<file path="src/hdl/spi_legacy_pkg.sv">
/*
 Constants for the legacy four-wire serial slave: register offsets,
 bit positions, link states and status codes.
 Assumes a 32-bit AXI4-Lite register bus with byte addresses.
*/
package spi_legacy_pkg;

    // ========================================================
    // Register map (byte addresses)
    localparam int         ADDR_W      = 8;
    localparam logic [7:0] OFF_TXDATA  = 8'h00;
    localparam logic [7:0] OFF_RXDATA  = 8'h04;
    localparam logic [7:0] OFF_BUFSTAT = 8'h08;
    localparam logic [7:0] OFF_INTSTAT = 8'h0c;
    localparam logic [7:0] OFF_INTMASK = 8'h10;

    // ========================================================
    // Status byte bit positions
    localparam int SB_RX_FULL   = 0;
    localparam int SB_TX_EMPTY  = 1;
    localparam int SB_RX_IRQ_EN = 4;
    localparam int SB_TX_IRQ_EN = 5;

    // ========================================================
    // Event bits, shared by status and mask registers
    localparam int EV_W     = 3;
    localparam int EV_RX    = 0;
    localparam int EV_TX    = 1;
    localparam int EV_ABORT = 2;

    // ========================================================
    // Link sequencing
    localparam logic [2:0] SETUP_LAST = 3'h1;
    localparam logic [2:0] DATA_LAST  = 3'h7;
    localparam logic       STAT_OK    = 1'h0;
    localparam logic       STAT_FAIL  = 1'h1;

    typedef enum logic [1:0] {
        ST_IDLE  = 2'h0,
        ST_SETUP = 2'h1,
        ST_DATA  = 2'h3,
        ST_STAT  = 2'h2
    } link_state_e;

    // ========================================================
    // Bus responses
    localparam logic [1:0] RESP_OKAY   = 2'h0;
    localparam logic [1:0] RESP_SLVERR = 2'h2;

endpackage

</file>
<file path="src/hdl/legacy_spi_slave.sv">
/*
 Legacy four-wire serial slave with one-byte transmit and receive
 buffers, an AXI4-Lite register slave and a level interrupt.
 Assumes the serial clock is far slower than mclk_i (20 MHz), so the
 synchronised link inputs can be edge-detected on the system clock.
*/
// Implementation choices: the register offsets and the AXI4-Lite slave port.

module legacy_spi_slave (
    input  wire logic                     mclk_i,   // System clock
    input  wire logic                     rstn_i,   // Async reset
    input  wire logic [spi_legacy_pkg::ADDR_W-1:0] awaddr_i, // Wr addr
    input  wire logic                     awvalid_i, // Wr addr valid
    output logic                          awready_o, // Wr addr ready
    input  wire logic [31:0]              wdata_i,  // Wr data
    input  wire logic [3:0]               wstrb_i,  // Byte enables
    input  wire logic                     wvalid_i, // Wr data valid
    output logic                          wready_o, // Wr data ready
    output logic [1:0]                    bresp_o,  // Wr response
    output logic                          bvalid_o, // Wr resp valid
    input  wire logic                     bready_i, // Wr resp ready
    input  wire logic [spi_legacy_pkg::ADDR_W-1:0] araddr_i, // Rd addr
    input  wire logic                     arvalid_i, // Rd addr valid
    output logic                          arready_o, // Rd addr ready
    output logic [31:0]                   rdata_o,  // Rd data
    output logic [1:0]                    rresp_o,  // Rd response
    output logic                          rvalid_o, // Rd data valid
    input  wire logic                     rready_i, // Rd data ready
    input  wire logic                     sclk_i,   // Serial clock
    input  wire logic                     ss_i,     // Select, high
    input  wire logic                     mosi_i,   // Serial in
    output logic                          miso_o,   // Serial out
    output logic                          irq_o     // Interrupt
);

    // ========================================================
    // Link input synchronisers
    logic [2:0] sclk_q;
    logic [1:0] ss_q;
    logic [1:0] mosi_q;
    logic       rise;
    logic       ss_s;
    logic       mosi_s;

    // Two stages each; third sclk stage for edge detect
    always_ff @(posedge mclk_i or negedge rstn_i)
    begin
        if (!rstn_i)
        begin
            sclk_q <= 3'h0;
            ss_q   <= 2'h0;
            mosi_q <= 2'h0;
        end
        else
        begin
            sclk_q <= {sclk_q[1:0], sclk_i};
            ss_q   <= {ss_q[0], ss_i};
            mosi_q <= {mosi_q[0], mosi_i};
        end
    end

    assign rise   = sclk_q[1] & ~sclk_q[2];
    assign ss_s   = ss_q[1];
    assign mosi_s = mosi_q[1];

    // ========================================================
    // Buffer and interrupt state
    spi_legacy_pkg::link_state_e state_ff, nxt_state;
    logic [2:0] cnt_ff, nxt_cnt;
    logic [7:0] sh_ff, nxt_sh;
    logic       miso_ff, nxt_miso;
    logic       rw_ff, nxt_rw;
    logic       addr_ff, nxt_addr;
    logic       fresh_ff, nxt_fresh;
    logic       do_pop, do_push, do_abort;
    logic [7:0] tx_data_ff, rx_data_ff;
    logic       tx_full_ff, rx_full_ff;
    logic [spi_legacy_pkg::EV_W-1:0] int_sts_ff, int_mask_ff;
    logic [spi_legacy_pkg::EV_W-1:0] events;
    logic       irq_ff;
    logic [7:0] stat_byte;
    logic       op_read, op_stat, op_wr, stat_bit;
    logic [7:0] shift_in;

    // Shifter contents with the current serial bit appended
    assign shift_in = {sh_ff[6:0], mosi_s};

    // Operation decode from setup bits
    assign op_read = rw_ff & ~addr_ff;
    assign op_stat = rw_ff & addr_ff;
    assign op_wr   = ~rw_ff & ~addr_ff;
    assign stat_bit = op_read ? ~fresh_ff
                    : op_wr   ? rx_full_ff
                    : spi_legacy_pkg::STAT_OK;

    // Status byte as shifted out
    always_comb
    begin
        stat_byte = 8'h00;
        stat_byte[spi_legacy_pkg::SB_RX_FULL]   = rx_full_ff;
        stat_byte[spi_legacy_pkg::SB_TX_EMPTY]  = ~tx_full_ff;
        stat_byte[spi_legacy_pkg::SB_RX_IRQ_EN] =
            int_mask_ff[spi_legacy_pkg::EV_RX];
        stat_byte[spi_legacy_pkg::SB_TX_IRQ_EN] =
            int_mask_ff[spi_legacy_pkg::EV_TX];
    end

    // ========================================================
    // Link sequencer, one step per serial rising edge
    always_comb
    begin
        nxt_state = state_ff;
        nxt_cnt   = cnt_ff;
        nxt_sh    = sh_ff;
        nxt_miso  = miso_ff;
        nxt_rw    = rw_ff;
        nxt_addr  = addr_ff;
        nxt_fresh = fresh_ff;
        do_pop    = 1'b0;
        do_push   = 1'b0;
        do_abort  = 1'b0;
        if (!ss_s && (state_ff == spi_legacy_pkg::ST_SETUP ||
                      state_ff == spi_legacy_pkg::ST_DATA))
        begin
            nxt_state = spi_legacy_pkg::ST_IDLE;
            nxt_miso  = 1'b0;
            do_abort  = 1'b1;
        end
        else if (!ss_s && state_ff == spi_legacy_pkg::ST_STAT)
        begin
            nxt_state = spi_legacy_pkg::ST_IDLE;
            nxt_miso  = 1'b0;
        end
        else if (rise)
        begin
            case (state_ff)
                spi_legacy_pkg::ST_IDLE:
                begin
                    if (ss_s && mosi_s)
                    begin
                        nxt_state = spi_legacy_pkg::ST_SETUP;
                        nxt_cnt   = 3'h0;
                    end
                end
                spi_legacy_pkg::ST_SETUP:
                begin
                    if (cnt_ff != spi_legacy_pkg::SETUP_LAST)
                    begin
                        nxt_rw  = mosi_s;
                        nxt_cnt = spi_legacy_pkg::SETUP_LAST;
                    end
                    else
                    begin
                        nxt_addr  = mosi_s;
                        nxt_fresh = tx_full_ff;
                        nxt_sh    = !rw_ff ? 8'h00
                                  : mosi_s ? stat_byte
                                  : tx_data_ff;
                        nxt_miso  = rw_ff & nxt_sh[7];
                        nxt_cnt   = 3'h0;
                        nxt_state = spi_legacy_pkg::ST_DATA;
                    end
                end
                spi_legacy_pkg::ST_DATA:
                begin
                    nxt_sh   = shift_in;
                    nxt_cnt  = 3'(cnt_ff + 3'h1);
                    nxt_miso = rw_ff & sh_ff[6];
                    if (cnt_ff == spi_legacy_pkg::DATA_LAST)
                    begin
                        nxt_state = spi_legacy_pkg::ST_STAT;
                        nxt_miso  = stat_bit;
                        do_pop    = op_read & fresh_ff;
                        do_push   = op_wr & ~rx_full_ff;
                    end
                end
                spi_legacy_pkg::ST_STAT:
                begin
                    nxt_state = spi_legacy_pkg::ST_IDLE;
                    nxt_miso  = 1'b0;
                end
                default:
                begin
                    nxt_state = spi_legacy_pkg::ST_IDLE;
                end
            endcase
        end
    end

    // Sequencer registers
    always_ff @(posedge mclk_i or negedge rstn_i)
    begin
        if (!rstn_i)
        begin
            state_ff <= spi_legacy_pkg::ST_IDLE;
            cnt_ff   <= 3'h0;
            sh_ff    <= 8'h00;
            miso_ff  <= 1'b0;
            rw_ff    <= 1'b0;
            addr_ff  <= 1'b0;
            fresh_ff <= 1'b0;
        end
        else
        begin
            state_ff <= nxt_state;
            cnt_ff   <= nxt_cnt;
            sh_ff    <= nxt_sh;
            miso_ff  <= nxt_miso;
            rw_ff    <= nxt_rw;
            addr_ff  <= nxt_addr;
            fresh_ff <= nxt_fresh;
        end
    end

    // ========================================================
    // AXI4-Lite slave
    logic        awready_ff, bvalid_ff, arready_ff, rvalid_ff;
    logic [1:0]  bresp_ff, rresp_ff;
    logic [31:0] rdata_ff, rd_mux;
    logic        wr_fire, rd_fire, wr_hit, rd_hit;
    logic        cpu_tx_wr, cpu_rx_pop, istat_wr, imask_wr;

    function automatic logic at(
        input logic [spi_legacy_pkg::ADDR_W-1:0] a,
        input logic [7:0]                        off
    );
        return a == off;
    endfunction

    // Handshake and decode
    assign wr_fire    = awready_ff & awvalid_i & wvalid_i;
    assign rd_fire    = arready_ff & arvalid_i;
    assign cpu_tx_wr  = wr_fire & wstrb_i[0] & ~tx_full_ff &
                        at(awaddr_i, spi_legacy_pkg::OFF_TXDATA);
    assign istat_wr   = wr_fire & wstrb_i[0] &
                        at(awaddr_i, spi_legacy_pkg::OFF_INTSTAT);
    assign imask_wr   = wr_fire & wstrb_i[0] &
                        at(awaddr_i, spi_legacy_pkg::OFF_INTMASK);
    assign cpu_rx_pop = rd_fire &
                        at(araddr_i, spi_legacy_pkg::OFF_RXDATA);
    assign wr_hit = at(awaddr_i, spi_legacy_pkg::OFF_TXDATA)
                  | at(awaddr_i, spi_legacy_pkg::OFF_RXDATA)
                  | at(awaddr_i, spi_legacy_pkg::OFF_BUFSTAT)
                  | at(awaddr_i, spi_legacy_pkg::OFF_INTSTAT)
                  | at(awaddr_i, spi_legacy_pkg::OFF_INTMASK);
    assign rd_hit = at(araddr_i, spi_legacy_pkg::OFF_TXDATA)
                  | at(araddr_i, spi_legacy_pkg::OFF_RXDATA)
                  | at(araddr_i, spi_legacy_pkg::OFF_BUFSTAT)
                  | at(araddr_i, spi_legacy_pkg::OFF_INTSTAT)
                  | at(araddr_i, spi_legacy_pkg::OFF_INTMASK);

    // Read data selection
    assign rd_mux =
        at(araddr_i, spi_legacy_pkg::OFF_TXDATA)  ? {24'h0, tx_data_ff}
      : at(araddr_i, spi_legacy_pkg::OFF_RXDATA)  ? {24'h0, rx_data_ff}
      : at(araddr_i, spi_legacy_pkg::OFF_BUFSTAT) ? {24'h0, stat_byte}
      : at(araddr_i, spi_legacy_pkg::OFF_INTSTAT) ? {29'h0, int_sts_ff}
      : at(araddr_i, spi_legacy_pkg::OFF_INTMASK) ? {29'h0, int_mask_ff}
      : 32'h0;

    // Write channel: take address and data together
    always_ff @(posedge mclk_i or negedge rstn_i)
    begin
        if (!rstn_i)
        begin
            awready_ff <= 1'b0;
            bvalid_ff  <= 1'b0;
            bresp_ff   <= spi_legacy_pkg::RESP_OKAY;
        end
        else
        begin
            awready_ff <= awvalid_i & wvalid_i & ~awready_ff & ~bvalid_ff;
            if (wr_fire)
            begin
                bvalid_ff <= 1'b1;
                bresp_ff  <= wr_hit ? spi_legacy_pkg::RESP_OKAY
                                    : spi_legacy_pkg::RESP_SLVERR;
            end
            else if (bready_i)
            begin
                bvalid_ff <= 1'b0;
            end
        end
    end

    // Read channel
    always_ff @(posedge mclk_i or negedge rstn_i)
    begin
        if (!rstn_i)
        begin
            arready_ff <= 1'b0;
            rvalid_ff  <= 1'b0;
            rdata_ff   <= 32'h0;
            rresp_ff   <= spi_legacy_pkg::RESP_OKAY;
        end
        else
        begin
            arready_ff <= arvalid_i & ~arready_ff & ~rvalid_ff;
            if (rd_fire)
            begin
                rvalid_ff <= 1'b1;
                rdata_ff  <= rd_mux;
                rresp_ff  <= rd_hit ? spi_legacy_pkg::RESP_OKAY
                                    : spi_legacy_pkg::RESP_SLVERR;
            end
            else if (rready_i)
            begin
                rvalid_ff <= 1'b0;
            end
        end
    end

    // ========================================================
    // Buffers and interrupts; hardware set wins over clear
    assign events = {do_abort, do_pop, do_push};

    always_ff @(posedge mclk_i or negedge rstn_i)
    begin
        if (!rstn_i)
        begin
            tx_data_ff  <= 8'h00;
            tx_full_ff  <= 1'b0;
            rx_data_ff  <= 8'h00;
            rx_full_ff  <= 1'b0;
            int_sts_ff  <= '0;
            int_mask_ff <= '0;
            irq_ff      <= 1'b0;
        end
        else
        begin
            if (cpu_tx_wr)
                tx_data_ff <= wdata_i[7:0];
            tx_full_ff <= cpu_tx_wr | (tx_full_ff & ~do_pop);
            if (do_push)
                rx_data_ff <= shift_in;
            rx_full_ff <= do_push | (rx_full_ff & ~cpu_rx_pop);
            int_sts_ff <= (int_sts_ff & ~({spi_legacy_pkg::EV_W{istat_wr}}
                          & wdata_i[spi_legacy_pkg::EV_W-1:0])) | events;
            if (imask_wr)
                int_mask_ff <= wdata_i[spi_legacy_pkg::EV_W-1:0];
            irq_ff <= |((int_sts_ff | events) & int_mask_ff);
        end
    end

    assign awready_o = awready_ff;
    assign wready_o  = awready_ff;
    assign bvalid_o  = bvalid_ff;
    assign bresp_o   = bresp_ff;
    assign arready_o = arready_ff;
    assign rvalid_o  = rvalid_ff;
    assign rdata_o   = rdata_ff;
    assign rresp_o   = rresp_ff;
    assign miso_o    = miso_ff;
    assign irq_o     = irq_ff;

    logic last_edge;
    assign last_edge = rise & ss_s & (cnt_ff == spi_legacy_pkg::DATA_LAST)
                     & (state_ff == spi_legacy_pkg::ST_DATA);
endmodule

</file>
<file path="config.mk">
export PLATFORM = sky130hd
export DESIGN_NAME = legacy_spi_slave
export DESIGN_NICKNAME = d
export VERILOG_FILES = /design/src/hdl/spi_legacy_pkg.sv /design/src/hdl/legacy_spi_slave.sv
export SDC_FILE = /design/constraint.sdc
export NUM_CORES = 1
export LEC_CHECK = 0
export BUFFER_PORTS_ARGS = -buffer_cell sky130_fd_sc_hd__buf_2
export CAP_MARGIN = 20
export CORE_ASPECT_RATIO = 1.4
export CORE_MARGIN = 2
export CORE_UTILIZATION = 35
export CTS_BUF_LIST = sky130_fd_sc_hd__clkbuf_8
export DETAILED_ROUTE_END_ITERATION = 6
export PLACE_DENSITY = 0.69
export SLEW_MARGIN = 30
export SYNTH_ARGS = -nofsm -noshare
export SYNTH_HDL_FRONTEND = slang
export SYNTH_SLANG_ARGS = --single-unit
</file>
<file path="constraint.sdc">
create_clock -name mclk_i -period 1.9 [get_ports mclk_i]
set_input_delay 0.19 -clock mclk_i [delete_from_list [all_inputs] [get_ports mclk_i]]
set_output_delay 0.19 -clock mclk_i [all_outputs]
set_load 0.005 [all_outputs]
</file>
### Yosys cells after proc, flatten, opt, wreduce, memory -nomap -nowiden

Index checks and enable logic that the tools add are counted.
W data, S select, Z words.

| word-level totals | value |
|---|---|
| word-level logic and storage cells | 162 |
| register bits | 88 |

| operators by class | value |
|---|---|
| equality and inequality tests | 18 |
| bitwise operators | 54 |
| add/subtract/negate cells | 1 |
| reductions and logical operators | 21 |
| mux-type cells | 44 |

Operators by type and width:

| cell | count |
|---|---|
| $eq A8 B4 Y1 const B | 4 |
| $mux W8 | 4 |
| $and A1 B1 Y1 | 23 |
| $mux W1 | 23 |
| $reduce_and A5 Y1 | 4 |
| $eq A8 B3 Y1 const B | 2 |
| $eq A8 B5 Y1 const B | 2 |
| $logic_not A8 Y1 | 2 |
| $mux W2 | 8 |
| $not A1 Y1 | 15 |
| $pmux W7 S2 | 1 |
| $ne A4 B4 Y1 const B | 3 |
| $or A1 B1 Y1 | 10 |
| $and A3 B3 Y3 | 3 |
| $mux W3 | 3 |
| $pmux W3 S3 | 1 |
| $pmux W2 S4 | 1 |
| $mux W7 | 1 |
| $mux W6 | 1 |
| $or A3 B3 Y3 | 2 |
| $reduce_bool A2 Y1 | 3 |
| $reduce_bool A3 Y1 | 2 |
| $reduce_bool A5 Y1 | 1 |
| $eq A2 B2 Y1 const B | 2 |
| 14 further kinds | 17 |

### Logic depth before layout (Yosys ltp)

| depth | value |
|---|---|
| depth in word-level cells | 11 |
| mapped depth | 7 |
| depth with buffers taken out | 6 |

### Least setup slack after synthesis

OpenSTA, ideal clock, no wires.

| path | value |
|---|---|
| path kind | reg2reg |
| start | register cnt_ff[0] |
| end | register rx_data_ff[0] |
| stages on the path, launching flop included | 7 |
| setup slack | 0.128 ns |
| path buffers | 1 |
| arrival time | 1.647 ns |
| library setup time | 0.125 ns |
| clock period less this slack | 1.772 ns |
| cell sequence | dfrtp_1 > ha_1 > ha_1 > nand2b_1 > or4_4 > buf_6 > mux2_4 |

| between the ends | value |
|---|---|
| cells in the longest elaborated chain, start to end | 6 |

RTL lines:

| element | RTL line | source |
|---|---|---|
| start: declaration | legacy_spi_slave.sv:69 | `logic [2:0] cnt_ff, nxt_cnt;` |
| start signal: assignment | legacy_spi_slave.sv:206 | `cnt_ff <= nxt_cnt;` |
| $eq A3 B3 Y1 | n/a |  |
| $mux W1 | legacy_spi_slave.sv:169 | `if (cnt_ff == spi_legacy_pkg::DATA_LAST)` |
| $mux W1 | legacy_spi_slave.sv:136 | `case (state_ff)` |
| $mux W1 | legacy_spi_slave.sv:134 | `else if (rise)` |
| $mux W1 | legacy_spi_slave.sv:129 | `else if (!ss_s && state_ff == spi_legacy_pkg::ST_STAT)` |
| $mux W1 | legacy_spi_slave.sv:122 | `if (!ss_s && (state_ff == spi_legacy_pkg::ST_SETUP \|\|` |
| end signal: assignment | legacy_spi_slave.sv:335 | `rx_data_ff <= shift_in;` |
| end: declaration | legacy_spi_slave.sv:76 | `logic [7:0] tx_data_ff, rx_data_ff;` |

Every way passes these cells.
A chain may end at the register's enable or synchronous reset.

### Worst setup path in the final report

| path | value |
|---|---|
| start | register sclk_q[2] |
| end | register rx_data_ff[2] |

| between the ends | value |
|---|---|
| cells in the longest elaborated chain, start to end | 5 |

RTL lines:

| element | RTL line | source |
|---|---|---|
| start: declaration | legacy_spi_slave.sv:38 | `logic [2:0] sclk_q;` |
| start signal: assignment | legacy_spi_slave.sv:56 | `sclk_q <= {sclk_q[1:0], sclk_i};` |
| $not A1 Y1 | legacy_spi_slave.sv:62 | `assign rise = sclk_q[1] & ~sclk_q[2];` |
| $and A1 B1 Y1 | legacy_spi_slave.sv:62 |  |
| $mux W1 | legacy_spi_slave.sv:134 |  |
| $mux W1 | legacy_spi_slave.sv:129 |  |
| $mux W1 | legacy_spi_slave.sv:122 |  |

Every way passes these cells.

==> impl_metrics.csv <==
group,metric,value,unit
finish,syn_to_final_growth,18.7,%
worst_setup_path,critPathArrivalTime,2.05,ns
placement,dpl_cell_area,0.00348,mm2
global_route,first_global_vias,2154,
worst_setup_path,crit_type,"reg2reg",
logic_synthesis,netlist_area,0.00314,mm2
drt,drt_iter0_markers,147,
drt,via_count,2307,
clocking,cts_tree,"done",
placement,dp_hpwl,4720,um
sta,hold_violations,0,
sta,finalSetupTns,0,ns
clocking,post_cts_buffers,0,
logic_synthesis,synth_top_area_share,0.495,
floorplanning,pin_count,105,
min_path,holdCritPathClass,"in2reg",
run_status,outcome,"complete, no violations",
sta,setup_viol,0,
global_route,grt_pass1_wl,10400,um
finish,antenna_cells,0,
finish,final_cell_mix,"dfrtp_1, buf_2, nand2_1, conb_1, o21ai_0",
power,power.total,0.00294,W
worst_setup_path,crit_start,"sclk_q[2]",
global_route,grt-ovfl-total,0,
logic_synthesis,avgSynthCellArea,10.8,um2
logic_synthesis,synthTopCellsByArea,"dfrtp_1, mux2_2, buf_4",
clocking,numCtsBuffers,9,
logic_synthesis,synthFlopType,"dfrtp_1",
logic_synthesis,ys_ff_latch,62,
logic_synthesis,synth_top_cell_by_area,"dfrtp_1",
run,maxCapViolations,0,
logic_synthesis,yosysWarningCount,0,
power,peakVddDrop,468,uV
floorplanning,initial_utilization,0.362,
logic_synthesis,synth-edff-count,0,
sta,rsz0062_at_grt,"no",
sta,clock.fmax,547,MHz
global_route,grt_max_degree,63,
global_route,grt_usage,0.138,
drt,drtAntennaViolNets,0,
logic_synthesis,ys_async_sr_fraction,1.00,
worst_setup_path,worstSetupStartpointType,"flop",
finish,final_common_cell,"dfrtp_1",
clocking,clk_latency,0.34,ns
floorplanning,design.core.area,0.00866,mm2
global_route,antenna_found_initial,0,
drt,detail_route.vias_per_cell,4.94,
finish,final_nets,422,
min_path,min_from,"bready_i",
worst_setup_path,end_kind,"flop",
clocking,htreeDepth,3,
drt,drc,0,
clocking,clockRootBuffer,"clkbuf_8",
floorplanning,rows,40,
logic_synthesis,ys_seq_area_frac,0.495,
finish,stdcell_area,0.00372,mm2
logic_synthesis,ys_types,53,
worst_setup_path,path_max_fanout,11,
clocking,clock-sinks,62,
finish,final_util,0.430,
floorplanning,dieArea,0.00974,mm2
drt,drtPass1Iterations,6,
power,leakage,1.85,nW
worst_setup_path,r2r-start,"sclk_q[2]",
power,p_per_area,789,mW/mm2
worst_setup_path,worstPathRequired,2.12,ns
drt,drt-wirelength-per-cell,13.6,um
placement,gp_congestion,0.832,
logic_synthesis,synth_cells,289,
sta,slew_violations,0,
floorplanning,dieWidth,84.0,um
drt,routed_wl,6350,um
finish,drive_above_1_share,0.320,
clocking,clockBufferDepth,2,
sta,period_share,0.963,
sta,skew,0.0126,ns
floorplanning,die_y,116,um
finish,fillCellCount,837,
clocking,clk_pin_slew,0.07,ns
sta,min_period,1.83,ns
placement,numPortBuffers,51,
what timing repair did:
action,4_1_cts,5_1_grt
resized for setup,0,0
hold buffers,4,0
hold endpoints to repair,65,0
cells by family after synthesis:
logic type	Yosys count	share of synthesized area
other	1	0.00120
muxes	29	0.111
and+or+nand+nor	86	0.158
AOI/OAI and AO/OA	63	0.134
adders and majority gates	3	0.0120
DFF	62	0.495
buffers and inverters	45	0.0890
final cells by class:
| cell class | instances | area [um2] | share of cell area |
|---|---|---|---|
| timing repair buffer | 68 | 405 | 0.109 |
| clock buffer | 11 | 151 | 0.0407 |
| multi-input combinational | 207 | 1400 | 0.376 |
| inverter | 9 | 33.8 | 0.00908 |
| tap | 105 | 131 | 0.0353 |
| sequential | 62 | 1550 | 0.417 |
| clock inverter | 5 | 50.0 | 0.0134 |
report_power, final:
part,switching [W],internal [W]
Sequential,0.0000588,0.00139
Combinational,0.000181,0.000157
Clock,0.000480,0.000665
cells in the mapped netlist, drive strengths merged, types with 2 or more instances:
master,instances
a211o,2
dfrtp,62
or4,2
nand3b,2
nand2b,2
a221oi,2
mux2,26
nor4,4
a31oi,2
nor3,3
and3b,2
or2,3
a21oi,7
nor2,9
o21ai,21
nand2,32
and2,6
and3,2
inv,9
nor3b,2
a22oi,6
nor2b,6
mux2i,3
a21o,3
ha,3
nand3,6
clkbuf,7
a32oi,5
o31ai,5
buf,29
registers in the layout, indices dropped and copies added, names as in the netlist, 2 cells and up:
register,flops
ss_q,2
int_mask_ff,3
mosi_q,2
cnt_ff,3
rdata_o,8
sclk_q,3
sh_ff,7
rx_data_ff,8
tx_data_ff,8
int_sts_ff,3
state_ff,2
path summary, 6_finish.rpt:
check	to	slack, ns	cells after the start
max	rx_data_ff[2]	0.07	4
min in group asynchronous	sclk_q[1]	0.37	3
max in group asynchronous	tx_data_ff[0]	1.24	3
min	bvalid_o	0.03	2
min reg2reg	mosi_q[1]	0.35	0
max reg2reg	rx_data_ff[2]	0.07	4
critical path: stages, from the launching register on:
cell and delay [ns]:
dfrtp_1 0.40, and3b_2 0.29, nand2_2 0.07, or4_4 0.62, mux2_4 0.34
metal layers:
metal  up-vias  global-route usage  part of all wire
met5         -                   0                 0
met3         6              0.0456             0.054
met1      1114               0.158              0.41
met4         0              0.0645             0.014
li1       1118                   -                 -
met2        69               0.236              0.52
per-stage QoR:
step / hold slack [ns] / instances / setup slack, ns
finish: 0.0271 / 467 / 0.0706
global route: 0.0140 / 467 / 0.0191
CTS: 0.0131 / 467 / 0.0711
detailed placement: 0.229 / 447 / 0.0959
global placement: 0.224 / 447 / 0.113
floorplan: -0.106 / 314 / 0.128
Note: power is estimated with default switching activity, not from simulation.
